<file path="src/psc_pkg.sv">
// Shared constants, types and decode functions for the strap loader and hold control.
package psc_pkg;

    // ************************************************************
    // Register map and field layout
    // ************************************************************
    localparam logic [7:0] PSC_STRAP_STAT_OFS = 8'h00;
    localparam logic [7:0] PSC_XOVER_CTRL_OFS = 8'h04;
    localparam logic [7:0] PSC_MAC_CFG_OFS    = 8'h08;
    localparam logic [7:0] PSC_STATE_STAT_OFS = 8'h0c;

    localparam int PSC_STAT_ADDR_LSB  = 0;
    localparam int PSC_STAT_SWAP_BIT  = 5;
    localparam int PSC_STAT_MODE_LSB  = 8;
    localparam int PSC_STAT_FIBER_BIT = 12;
    localparam int PSC_STAT_RSVD_BIT  = 16;
    localparam int PSC_XOVER_LSB      = 4;
    localparam int PSC_MACMODE_LSB    = 10;
    localparam int PSC_FIBER_BIT      = 3;

    localparam logic [1:0]  PSC_XOVER_MDI   = 2'h0;
    localparam logic [1:0]  PSC_XOVER_AUTO  = 2'h3;
    localparam logic [31:0] PSC_REG_RESET   = 32'h0000_0000;

    // ************************************************************
    // Strap stream codes, one bit per initialization phase
    // ************************************************************
    localparam int         PSC_PHASES   = 3;
    localparam logic [2:0] PSC_CODE_LED0 = 3'h1;
    localparam logic [2:0] PSC_CODE_LED1 = 3'h2;
    localparam logic [2:0] PSC_CODE_LED2 = 3'h3;
    localparam logic [2:0] PSC_CODE_CRS  = 3'h4;
    localparam logic [2:0] PSC_CODE_COL  = 3'h6;

    // ************************************************************
    // Timing
    // ************************************************************
    localparam int PSC_CLK_HZ      = 10_000_000;
    localparam int PSC_PHASE_NS    = 1000;
    localparam int PSC_PHASE_CYC   = (PSC_PHASE_NS * (PSC_CLK_HZ / 1_000_000) + 999) / 1000;

    // ************************************************************
    // Types
    // ************************************************************
    typedef enum logic [2:0] {
        ST_INIT = 3'h1,
        ST_RUN  = 3'h2,
        ST_HOLD = 3'h4
    } psc_state_e;

    typedef struct packed {
        logic [2:0] indicator_outputs;
        logic       crs;
        logic       col;
    } psc_stream_s;

    typedef struct packed {
        logic [4:0] station_addr;
        logic       auto_swap_default;
        logic [2:0] mode;
        logic       reserved_seen;
    } psc_cfg_s;

    function automatic logic [1:0] psc_mac_mode(input logic [2:0] mode);
        unique case (mode)
            3'h0, 3'h2: psc_mac_mode = 2'h0;
            3'h1, 3'h7: psc_mac_mode = 2'h1;
            3'h3, 3'h4: psc_mac_mode = 2'h2;
            default:    psc_mac_mode = 2'h3;
        endcase
    endfunction : psc_mac_mode

    function automatic logic psc_is_fiber(input logic [2:0] mode);
        psc_is_fiber = (mode == 3'h2) || (mode == 3'h4) || (mode == 3'h7);
    endfunction : psc_is_fiber

endpackage : psc_pkg

</file>
<file path="src/psc_strap_capture.sv">
// Drives the initialization bit stream and samples the four strap inputs per phase.
`timescale 1ns/100ps
module psc_strap_capture
    import psc_pkg::*;
#(
    parameter int PHASE_CYC = PSC_PHASE_CYC
) (
    input  wire logic        pclk,
    input  wire logic        presetn,
    input  wire logic        ce,
    input  wire logic        active,
    input  wire logic [3:0]  strap_sync,
    output psc_stream_s      stream,
    output logic [2:0]       code3,
    output logic [5:0]       code_lo,
    output logic             rsvd_lo,
    output logic             pass_done
);
    logic [15:0] cyc;
    logic [1:0]  phase;
    logic [2:0]  samp [4];
    logic        phase_end;
    psc_stream_s next_stream;

    assign phase_end = (cyc == 16'(PHASE_CYC - 1));

    // Phase k puts bit k of each source code on its output.
    assign next_stream.indicator_outputs = active ? {PSC_CODE_LED2[phase], PSC_CODE_LED1[phase],
                                                     PSC_CODE_LED0[phase]} : 3'h0;
    assign next_stream.crs = active & PSC_CODE_CRS[phase];
    assign next_stream.col = active & PSC_CODE_COL[phase];

    always_ff @(posedge pclk or negedge presetn) begin
        if (!presetn) begin
            cyc       <= 16'h0;
            phase     <= 2'h0;
            stream    <= '0;
            pass_done <= 1'b0;
            code3     <= 3'h0;
            code_lo   <= 6'h0;
            rsvd_lo   <= 1'b0;
            for (int i = 0; i < 4; i++) samp[i] <= 3'h0;
        end else if (ce) begin
            stream <= next_stream;
            if (!active) begin
                cyc       <= 16'h0;
                phase     <= 2'h0;
                pass_done <= 1'b0;
            end else if (phase_end) begin
                cyc <= 16'h0;
                for (int i = 0; i < 4; i++) samp[i][phase] <= strap_sync[i];
                if (phase == 2'(PSC_PHASES - 1)) begin
                    phase     <= 2'h0;
                    pass_done <= 1'b1;
                    code3     <= {strap_sync[3], samp[3][1:0]};
                    code_lo   <= {samp[2][1:0], samp[1][1:0], samp[0][1:0]};
                    // Only ground, indicator0, indicator1 and the rail give bit 2 equal to bits 1 and 0 anded.
                    rsvd_lo   <= |(strap_sync[2:0] ^ {&samp[2][1:0], &samp[1][1:0], &samp[0][1:0]});
                end else begin
                    phase <= phase + 2'h1;
                end
            end else begin
                cyc <= cyc + 16'h1;
            end
        end
    end
endmodule : psc_strap_capture

</file>
<file path="src/psc_sync.sv">
// Two-stage synchronizer for asynchronous pin levels.
`timescale 1ns/100ps
module psc_sync #(
    parameter int            WIDTH = 1,
    parameter logic [WIDTH-1:0] INIT = '0
) (
    input  wire logic             pclk,
    input  wire logic             presetn,
    input  wire logic             ce,
    input  wire logic [WIDTH-1:0] d,
    output logic      [WIDTH-1:0] q
);
    logic [WIDTH-1:0] meta;

    always_ff @(posedge pclk or negedge presetn) begin
        if (!presetn) begin
            meta <= INIT;
            q    <= INIT;
        end else if (ce) begin
            meta <= d;
            q    <= meta;
        end
    end
endmodule : psc_sync

</file>
<file path="src/psc_top.sv">
// Strap configuration loader and low-power hold control with an APB register port.
`timescale 1ns/100ps

// Behaviour
// While the hold pin is low the block enters low power and refuses every register access.
// A hardware reset held together with the hold pin wins, and the hold request is ignored.
// After supplies return the system must apply hardware reset before normal operation is expected.
// If the reference clock stopped, the system restarts it and then applies hardware reset.
// With supplies and clock present, low power is entered and left by the hold pin alone.
// The reference clock may only stop 1 ms after hold assertion and restart no later than hold release.
// Every register keeps its contents across entry to, stay in, and exit from low power.
// During initialization each indicator, carrier and collision output drives a distinct bit stream.
// Strap values are captured at the release of hardware reset and used as configuration from then on.
// Strap 3 decodes three bits from its source, straps 2 to 0 decode two bits.
// The board ties no indicator2, carrier or collision output to straps 2 to 0.
// No strap input is left unconnected.
// Straps 0 and 1 give address bits 3:0, strap 2 gives address bit 4 and the swap default, strap 3 the mode.
// The swap default sets the reset value of the crossover field, 1 meaning automatic swapping.
// The mode code selects copper or fiber and the MAC interface type.
// The mode code loads the MAC mode and fiber defaults.
// The latched configuration stays fixed until the next hardware reset release.
module psc_top
    import psc_pkg::*;
#(
    parameter int PHASE_CYC = PSC_PHASE_CYC
) (
    input  wire logic        pclk,
    input  wire logic        presetn,
    input  wire logic        ce,
    input  wire logic        psel,
    input  wire logic        penable,
    input  wire logic        pwrite,
    input  wire logic [7:0]  paddr,
    input  wire logic [31:0] pwdata,
    output logic [31:0]      prdata,
    output logic             pready,
    output logic             pslverr,
    input  wire logic        hardware_rst_pin_n,
    input  wire logic        low_power_hold_n,
    input  wire logic [3:0]  strap_in,
    output psc_stream_s      strap_stream,
    output psc_cfg_s         cfg,
    output logic [1:0]       xover_ctrl,
    output logic [1:0]       mac_if_mode,
    output logic             fiber_sel,
    output logic             device_active,
    output logic             low_power
);

    // ************************************************************
    // Pin synchronizers
    // ************************************************************
    logic       rst_pin_n_s;
    logic       hold_n_s;
    logic [3:0] strap_s;

    psc_sync #(
        .WIDTH (2),
        .INIT  (2'h1)
    ) u_sync_ctl (
        .pclk    (pclk),
        .presetn (presetn),
        .ce      (ce),
        .d       ({hardware_rst_pin_n, low_power_hold_n}),
        .q       ({rst_pin_n_s, hold_n_s})
    );

    psc_sync #(
        .WIDTH (4),
        .INIT  (4'h0)
    ) u_sync_strap (
        .pclk    (pclk),
        .presetn (presetn),
        .ce      (ce),
        .d       (strap_in),
        .q       (strap_s)
    );

    // ************************************************************
    // Operating state
    // ************************************************************
    psc_state_e state;
    psc_state_e next_state;
    logic       leave_init;

    // Hardware reset is checked first so a simultaneous hold request is ignored.
    always_comb begin
        next_state = state;
        unique case (state)
            ST_INIT: begin
                if (rst_pin_n_s) begin
                    next_state = ST_RUN;
                end
            end
            ST_RUN: begin
                if (!rst_pin_n_s) begin
                    next_state = ST_INIT;
                end else if (!hold_n_s) begin
                    next_state = ST_HOLD;
                end
            end
            ST_HOLD: begin
                if (!rst_pin_n_s) begin
                    next_state = ST_INIT;
                end else if (hold_n_s) begin
                    next_state = ST_RUN;
                end
            end
            default: next_state = ST_INIT;
        endcase
    end

    assign leave_init = (state == ST_INIT) && rst_pin_n_s;

    always_ff @(posedge pclk or negedge presetn) begin
        if (!presetn) begin
            state <= ST_INIT;
        end else if (ce) begin
            state <= next_state;
        end
    end

    assign device_active = (state == ST_RUN);
    assign low_power     = (state == ST_HOLD);

    // ************************************************************
    // Strap stream and capture
    // ************************************************************
    logic [2:0] code3;
    logic [5:0] code_lo;
    logic       rsvd_lo;
    logic       pass_done;

    psc_strap_capture #(
        .PHASE_CYC (PHASE_CYC)
    ) u_capture (
        .pclk       (pclk),
        .presetn    (presetn),
        .ce         (ce),
        .active     (state == ST_INIT),
        .strap_sync (strap_s),
        .stream     (strap_stream),
        .code3      (code3),
        .code_lo    (code_lo),
        .rsvd_lo    (rsvd_lo),
        .pass_done  (pass_done)
    );

    // ************************************************************
    // Configuration latch
    // ************************************************************
    psc_cfg_s next_cfg;

    assign next_cfg.station_addr      = {code_lo[4], code_lo[3:2], code_lo[1:0]};
    assign next_cfg.auto_swap_default = code_lo[5];
    assign next_cfg.mode              = code3;
    assign next_cfg.reserved_seen     = rsvd_lo | ~pass_done;

    // Only the reset release loads the latch; strap or hold activity later has no effect.
    always_ff @(posedge pclk or negedge presetn) begin
        if (!presetn) begin
            cfg <= '0;
        end else if (ce && leave_init) begin
            cfg <= next_cfg;
        end
    end

    // ************************************************************
    // APB decode
    // ************************************************************
    logic sel_stat;
    logic sel_xover;
    logic sel_mac;
    logic sel_state;
    logic mapped;
    logic writable;
    logic refuse;
    logic setup_ph;
    logic access_ph;
    logic wr_ok;

    assign sel_stat  = (paddr == PSC_STRAP_STAT_OFS);
    assign sel_xover = (paddr == PSC_XOVER_CTRL_OFS);
    assign sel_mac   = (paddr == PSC_MAC_CFG_OFS);
    assign sel_state = (paddr == PSC_STATE_STAT_OFS);
    assign mapped    = sel_stat | sel_xover | sel_mac | sel_state;
    assign writable  = sel_xover | sel_mac;
    assign setup_ph  = psel & ~penable;
    assign access_ph = psel & penable;

    // Outside normal operation the register file does not answer with data.
    assign refuse  = ~device_active | ~mapped | (pwrite & ~writable);
    assign pready  = 1'b1;
    assign pslverr = access_ph & refuse;
    assign wr_ok   = ce & access_ph & pwrite & ~refuse;

    // ************************************************************
    // Registers
    // ************************************************************
    logic [31:0] stat_word;
    logic [31:0] xover_word;
    logic [31:0] mac_word;
    logic [31:0] state_word;
    logic [31:0] next_rdata;

    always_ff @(posedge pclk or negedge presetn) begin
        if (!presetn) begin
            xover_ctrl <= PSC_XOVER_MDI;
        end else if (ce) begin
            if (leave_init) begin
                xover_ctrl <= next_cfg.auto_swap_default ? PSC_XOVER_AUTO : PSC_XOVER_MDI;
            end else if (wr_ok && sel_xover) begin
                xover_ctrl <= pwdata[PSC_XOVER_LSB +: 2];
            end
        end
    end

    always_ff @(posedge pclk or negedge presetn) begin
        if (!presetn) begin
            mac_if_mode <= 2'h0;
            fiber_sel   <= 1'b0;
        end else if (ce) begin
            if (leave_init) begin
                mac_if_mode <= psc_mac_mode(next_cfg.mode);
                fiber_sel   <= psc_is_fiber(next_cfg.mode);
            end else if (wr_ok && sel_mac) begin
                mac_if_mode <= pwdata[PSC_MACMODE_LSB +: 2];
                fiber_sel   <= pwdata[PSC_FIBER_BIT];
            end
        end
    end
    // Nothing above is touched in ST_HOLD, so contents survive low power intact. R07

    always_comb begin
        stat_word = PSC_REG_RESET;
        stat_word[PSC_STAT_ADDR_LSB +: 5] = cfg.station_addr;
        stat_word[PSC_STAT_SWAP_BIT]      = cfg.auto_swap_default;
        stat_word[PSC_STAT_MODE_LSB +: 3] = cfg.mode;
        stat_word[PSC_STAT_FIBER_BIT]     = psc_is_fiber(cfg.mode);
        stat_word[PSC_STAT_RSVD_BIT]      = cfg.reserved_seen;
    end

    always_comb begin
        xover_word = PSC_REG_RESET;
        xover_word[PSC_XOVER_LSB +: 2] = xover_ctrl;
    end

    always_comb begin
        mac_word = PSC_REG_RESET;
        mac_word[PSC_MACMODE_LSB +: 2] = mac_if_mode;
        mac_word[PSC_FIBER_BIT]        = fiber_sel;
    end

    always_comb begin
        state_word = PSC_REG_RESET;
        state_word[2:0] = state;
    end

    always_comb begin
        next_rdata = 32'h0;
        if (!refuse) begin
            unique case (1'b1)
                sel_stat:  next_rdata = stat_word;
                sel_xover: next_rdata = xover_word;
                sel_mac:   next_rdata = mac_word;
                sel_state: next_rdata = state_word;
                default:   next_rdata = 32'h0;
            endcase
        end
    end

    // Read data is taken in the setup cycle so it stands from a flop during access.
    always_ff @(posedge pclk or negedge presetn) begin
        if (!presetn) begin
            prdata <= 32'h0;
        end else if (ce && setup_ph) begin
            prdata <= pwrite ? 32'h0 : next_rdata;
        end
    end

endmodule : psc_top

</file>
<file path="config.mk">
export PLATFORM = sky130hd
export DESIGN_NAME = psc_top
export DESIGN_NICKNAME = d
export VERILOG_FILES = /design/src/psc_pkg.sv /design/src/psc_strap_capture.sv /design/src/psc_sync.sv /design/src/psc_top.sv
export SDC_FILE = /design/constraint.sdc
export NUM_CORES = 1
export LEC_CHECK = 0
export BUFFER_PORTS_ARGS = -buffer_cell sky130_fd_sc_hd__buf_2
export CORE_ASPECT_RATIO = 0.7
export CORE_UTILIZATION = 45
export CTS_BUF_LIST = sky130_fd_sc_hd__clkbuf_8 sky130_fd_sc_hd__clkbuf_16
export CTS_CLUSTER_DIAMETER = 50
export CTS_CLUSTER_SIZE = 30
export DETAILED_ROUTE_END_ITERATION = 6
export GPL_ROUTABILITY_DRIVEN = 0
export PLACE_DENSITY = 0.73
export SLEW_MARGIN = 20
export SYNTH_ARGS = -nofsm -noshare
export SYNTH_HDL_FRONTEND = slang
export SYNTH_SLANG_ARGS = --single-unit
export TNS_END_PERCENT = 30
</file>
<file path="constraint.sdc">
create_clock -name pclk -period 2 [get_ports pclk]
set_input_delay 0.3 -clock pclk [delete_from_list [all_inputs] [get_ports pclk]]
set_output_delay 0.3 -clock pclk [all_outputs]
set_load 0.02 [all_outputs]
</file>
==> metrics.txt, run 1 <==
final cell count without fillers 564; clock period minus final worst setup slack 1956 ps; final routed DRC violation total 0; Unique masters post-synth 56; number of H-tree levels 3; synthesized area 4161 um2; Worst R2R End u_capture.code3[0]; Synthesis Warnings 0; number of buffers inserted during clock tree synthesis 9; worst hold path class in -> reg; reg-to-reg critical path startpoint u_capture.cyc[9]; synth cell count leaders sky130_fd_sc_hd__dfrtp_1 (81), sky130_fd_sc_hd__mux2_2 (46), sky130_fd_sc_hd__nand2_1 (28); top cell type by total area after synthesis sky130_fd_sc_hd__dfrtp_1; path depth of the worst reg2reg path 5; Filler Cells Inserted 723; worst-case register-to-register setup slack 40 ps; Post-CTS Setup Inserts 0; Mean Syn Cell Area 11.43 um2; type of the setup path with the least slack reg -> reg; final standard cell utilization of the core 0.5696; period utilization 0.9778; overall power of the completed layout 5.082 mW; area of the placeable core 8723 um2; number of setup violations in the final report 0; routed wire length 8.744 mm; total iterations of the first detailed-routing run 4; top-level I/O count ~110; data arrival time at the worst-slack endpoint roughly 2200 ps; CTS tree done; portion of synthesized cell area occupied by the leading cell type 0.4871; worst-path fanout max 10; total global routing track utilization 0.1990; power per standard cell area 1023 nW/um2; number of synthesized flops with an enable pin 0; Starting Density 0.4771; root cell of the clock tree sky130_fd_sc_hd__clkbuf_16; top achievable clock speed ~510 MHz; data required time at the worst endpoint between 2000 and 2500 ps; number of global-route vias before repair about 2,800; Final Hold Fails 0; row cnt 28; total gr overflow 0; end point of the critical path u_capture.code3[0]; count of pins over their slew limit 0; Syn-to-layout area delta 19.39%; Synth Flop Type sky130_fd_sc_hd__dfrtp_1; via count normalized by instance count 5.238; Setup crit end kind flip-flop; number of port buffers 59; insertion delay of the later-clocked pin in the worst-skew pair 340 ps; startpoint kind of the worst setup timing path flip-flop; largest net degree at the start of global routing 35; total die area ~9600 um2; Critical Path Start u_capture.cyc[9]; final-stage net count 497; cell count after placement 547; setup clock skew after layout 5.561 ps; setup repair after global routing missed its margin no; run status complete, no violations; Post-Place Worst Slack between 6 and 7 ps; remaining antenna violation count after routing 0; initial antenna violation count 0; die height 82.46 um; Async S/R FF share, synth 1.000; Syn Inst Count around 360; P_leak 2.411 nW; maximum capacitance violations 0; detailed-placement wirelength estimate 6.587 mm; CTS Sinks 84; cell types occupying the most area after synthesis sky130_fd_sc_hd__dfrtp_1 (49%), sky130_fd_sc_hd__mux2_2 (12%), sky130_fd_sc_hd__buf_4 (3.8%); cell with the most instances after synthesis sky130_fd_sc_hd__dfrtp_1; post-synthesis sequential element count 84; first-pass GRT wire length approximately 14 mm; clock-pin slew on the worst setup and hold paths 60 ps; ratio of cells with drive above 1 in the final layout 0.3671; largest buffer count on any clock path 2; post-synthesis sequential area ratio 0.5060; chip width 116.9 um; initial DRC count 150; Post-Route Setup TNS 0 ps; routed length per instance between 15 and 20 um; worst ir drop on vdd 0.5592 mV; antenna diode count 0; PnR worst setup slack roughly 44 ps; overall via count from detail_route between 2,000 and 3,000
[cells in the final DEF, fill, tap and decap left out, types with 4 or more instances in the layout]
master                      synthesis  final
sky130_fd_sc_hd__mux2i_1            6      6
sky130_fd_sc_hd__buf_2              5     58
sky130_fd_sc_hd__a22o_1             6      6
sky130_fd_sc_hd__clkbuf_16          0      9
sky130_fd_sc_hd__ha_1               6      6
sky130_fd_sc_hd__buf_4             21     20
sky130_fd_sc_hd__nor2_1            16     16
sky130_fd_sc_hd__nand4_1            7      7
sky130_fd_sc_hd__mux2_2            46     46
sky130_fd_sc_hd__nor3_1             6      6
sky130_fd_sc_hd__inv_1             16     16
sky130_fd_sc_hd__xnor2_1            6      6
sky130_fd_sc_hd__nand2b_1           6      6
sky130_fd_sc_hd__dfrtp_1           81     81
sky130_fd_sc_hd__xor2_1             9      9
sky130_fd_sc_hd__o22ai_1            4      4
sky130_fd_sc_hd__conb_1             2     21
sky130_fd_sc_hd__nand2_1           28     28
sky130_fd_sc_hd__o21ai_0           24     24
sky130_fd_sc_hd__nand3_1           11     11
[cells by family after synthesis]
kind of cell | after synthesis | share of synthesized area
flops | 84 | 0.5060
other cells | 2 | 0.001805
mux | 52 | 0.1389
fa+ha+maj | 6 | 0.01804
compound gates | 54 | 0.09171
xor+xnor | 15 | 0.03157
buf+inv | 51 | 0.06825
simple gates | 100 | 0.1437
[sequential cells by signal (all words and copies together), names as in the netlist]
signal	cells
u_capture.code3	3
u_sync_strap.meta	4
xover_ctrl	2
fiber_sel	1
u_capture.samp	8
u_capture.phase	2
u_capture.stream	5
u_capture.code_lo	6
u_sync_ctl.q	2
u_capture.pass_done	1
u_capture.rsvd_lo	1
u_sync_strap.q	4
prdata	12
mac_if_mode	2
u_sync_ctl.meta	2
cfg	10
state	3
u_capture.cyc	16
[metal layers]
layer  vias to the layer above  share of wire  GRT usage
met5                         -              0          0
met4                         0          0.012    0.06203
met3                        11          0.047    0.05255
met2                        78           0.45     0.3065
met1                      1463           0.49     0.2758
li1                       1402              -          -
[critical path, stage by stage, from the launching register on]
cell and delay, ps:
sky130_fd_sc_hd__dfrtp_1 430, sky130_fd_sc_hd__nor4_1 470, sky130_fd_sc_hd__nand4_2 200, sky130_fd_sc_hd__buf_12 190
sky130_fd_sc_hd__nor2_8 180, sky130_fd_sc_hd__mux2_2 360
[worst min path at each step]
stage	startpoint	to	slack [ps]	depth (start not counted)
floorplan	presetn	cfg[0]	4	0
finish	strap_in[1]	u_sync_strap.meta[1]	190	2
global placement	presetn	u_capture.stream[0]	280	1
detailed placement	presetn	u_capture.stream[0]	290	1
CTS	strap_in[2]	u_sync_strap.meta[2]	180	2
global route	strap_in[1]	u_sync_strap.meta[1]	190	2
[per-stage QoR]
step	hold WS, ps	cell area (um2)
4_1_cts	183.9	4962
6_report	194.4	4969
3_5_place_dp	289.1	4626
3_3_place_gp	280.9	4626
5_1_grt	189.8	4969
2_1_floorplan	4.409	4239
[where the power goes]
group | leakage [nW] | switching (mW) | internal [mW]
combinational | 1.14 | 0.628 | 0.496
sequential | 1.12 | 0.230 | 1.95
clock | 0.152 | 0.679 | 1.10
[final cells by class]
type | count | area, um2 | share of cell area
Multi-Input combinational cell | 248 | 1856 | 0.3735
Clock buffer | 9 | 225.2 | 0.04533
Timing Repair Buffer | 80 | 470.5 | 0.09469
Clock inverter | 7 | 101.3 | 0.02040
Tap cell | 120 | 150.1 | 0.03022
Sequential cell | 84 | 2106 | 0.4238
Inverter | 16 | 60.06 | 0.01209
[repair_timing]
item / CTS / global route
setup endpoints to repair: 0 / 11
gates resized for setup: 0 / 1
hold buffers: 1 / 0
hold endpoints to repair: 31 / 0
Note: power is estimated with default switching activity, not from simulation.
==> inputs of run 2 (changes only) <==
Settings changed: CELL_PAD_IN_SITES_DETAIL_PLACEMENT from default to 0, CELL_PAD_IN_SITES_GLOBAL_PLACEMENT from default to 1, CORE_UTILIZATION 45 to 44, PLACE_DENSITY 0.73 to 0.85.
Clock period 2 ns to 2.3 ns, I/O delays scaled along.
==> run 2 against run 1 <==
Compared with the run above: sequential share of layout area increased by 1.1 points; first-iteration DRC count is 43% lower; wire length shrank 1.2%; register-to-register slack better by 240 ps; largest power group unchanged; critical endpoint is now xover_ctrl[1].
==> metrics.txt, run 2 (synthesized netlist as in run 1, its figures left out) <==
run status complete, no violations; die height 83.37 um; clock-pin slew on the worst setup and hold paths 60 ps; largest buffer count on any clock path 2; Gates resized, CTS repair 0; buffering stage count on the worst path with inverters included 0; number of buffers inserted during clock tree synthesis 9; Post-CTS Setup Inserts 0; launch instance of the worst min-delay path strap_in[1]; delay-heaviest family, CP simple AND/OR/NAND/NOR gates; WHS 237.9 ps; area of the placeable core 9107 um2; leading cell type in the layout, fill and taps excluded sky130_fd_sc_hd__dfrtp_1; power per standard cell area around 860 nW/um2; remaining antenna violation count after routing 0; cell-by-cell listing of the critical path and4bb_2 > nand2_1 > o41ai_2 > mux2_2; Critical Path Start state[0]; data required time at the worst endpoint 2520 ps; initial DRC count 85; detailed-placement wirelength estimate 6.369 mm; period utilization 0.8766; area occupied by multi-input gates 1843 um2; Final Hold Fails 0; total gr overflow 0; worst-case register-to-register setup slack 280 ps; Worst R2R End xover_ctrl[1]; chip width 118.2 um; reg-to-reg critical path startpoint state[0]; number of hold-repair buffers added at the cts stage 1; P_leak 2.340 nW; total die area 9857 um2; row cnt 29; worst-path fanout max 10; top achievable clock speed 496.0 MHz; total global routing track utilization 0.1901; antenna diode count 0; data arrival time at the worst-slack endpoint 2240 ps; Largest register FFs 16; Min-Delay Endpoint u_sync_strap.meta[1]; number of global-route vias before repair 2,895; largest stage delay on the critical path 630 ps; routed wire length about 8.6 mm; leading cell types in the layout, fill and taps excluded sky130_fd_sc_hd__dfrtp_1 (81), sky130_fd_sc_hd__buf_2 (58), sky130_fd_sc_hd__mux2_2 (46), sky130_fd_sc_hd__nand2_1 (28), sky130_fd_sc_hd__o21ai_0 (24); headroom to the max-slew limit 0.6462; register containing the most flip-flops in the final layout u_capture.cyc; largest net degree at the start of global routing 50; worst hold path class in -> reg; total iterations of the first detailed-routing run 4; routed length per instance about 15 um; first-pass GRT wire length 14.56 mm; clock period minus final worst setup slack 2016 ps; transition time of the tightest slew-check pin 526.6 ps; via count normalized by instance count 5.195; insertion delay of the later-clocked pin in the worst-skew pair between 300 and 400 ps; final-stage net count a little under 500; storage element area 2106 um2; ratio of cells with drive above 1 in the final layout 0.3479; Setup crit end kind flip-flop; Min-Delay Path Depth 2; count of pins over their slew limit 0; startpoint kind of the worst setup timing path flip-flop; Post-Route Setup TNS 0 ps; setup clock skew after layout 4.736 ps; initial antenna violation count 0; Syn-to-layout area delta 16.39%; Starting Density 0.4569; path depth of the worst reg2reg path 4; number of port buffers 59; Filler Cells Inserted between 800 and 900; biggest regs u_capture.cyc x16, prdata x12, cfg x10; top-level I/O count 108; CTS Sinks 84; root cell of the clock tree sky130_fd_sc_hd__clkbuf_16; overall via count from detail_route 2,899; worst ir drop on vdd 0.5849 mV; setup repair after global routing missed its margin no; number of H-tree levels 3; maximum capacitance violations 0; final routed DRC violation total 0; type of the setup path with the least slack reg -> reg; CTS tree done; Critical-path top delay cell sky130_fd_sc_hd__dfstp_2; number of setup violations in the final report 0
[run 2: final cells by class]
cell class	count	share of cell area
flip-flops and latches	84	0.4348
multi-input cells	248	0.3805
repair buffers	71	0.08318
clock buffers	10	0.04934
well taps	124	0.03203
inverters	16	0.01240
clock inverters	5	0.007750
[run 2: worst max path at each step]
stage                      endpoint  slack (ps)  cells after the start
6_report              xover_ctrl[1]         280                      4
5_1_grt           u_capture.rsvd_lo         160                      7
4_1_cts        u_capture.code_lo[5]         290                      7
3_5_place_dp          xover_ctrl[1]         280                      5
3_3_place_gp          xover_ctrl[1]         310                      4
2_1_floorplan    u_capture.code3[0]         290                      6
[run 2: power breakdown]
group,switching [mW],internal (mW)
logic,0.521,0.388
registers,0.215,1.70
clock network,0.571,0.757
[run 2: per-stage QoR]
| step | util | setup WS (ps) | instance area [um2] | power [mW] | instances |
|---|---|---|---|---|---|
| 3_3_place_gp | 0.5003 | 308.9 | 4557 | 2.804 | 542 |
| 4_1_cts | 0.5318 | 288.6 | 4843 | 4.187 | 558 |
| 5_1_grt | 0.5318 | 157.4 | 4843 | 4.363 | 558 |
| 2_1_floorplan | - | 286.2 | 4233 | 2.542 | 383 |
| 6_report | 0.5318 | 283.9 | 4843 | 4.148 | 558 |
| 3_5_place_dp | 0.5003 | 278.8 | 4557 | 2.840 | 542 |
[run 2: per-layer routing]
layer,GRT usage,vias to the layer above,share of wire
li1,-,1387,-
met1,0.2652,1430,0.49
met2,0.2856,64,0.45
met3,0.04396,18,0.034
met4,0.07692,0,0.023
met5,0,-,0
[run 2: worst reg2reg max path, cell delays in order, from the launching register on]
cell	delay (ps)
sky130_fd_sc_hd__dfstp_2	630
sky130_fd_sc_hd__and4bb_2	370
sky130_fd_sc_hd__nand2_1	320
sky130_fd_sc_hd__o41ai_2	190
sky130_fd_sc_hd__mux2_2	390
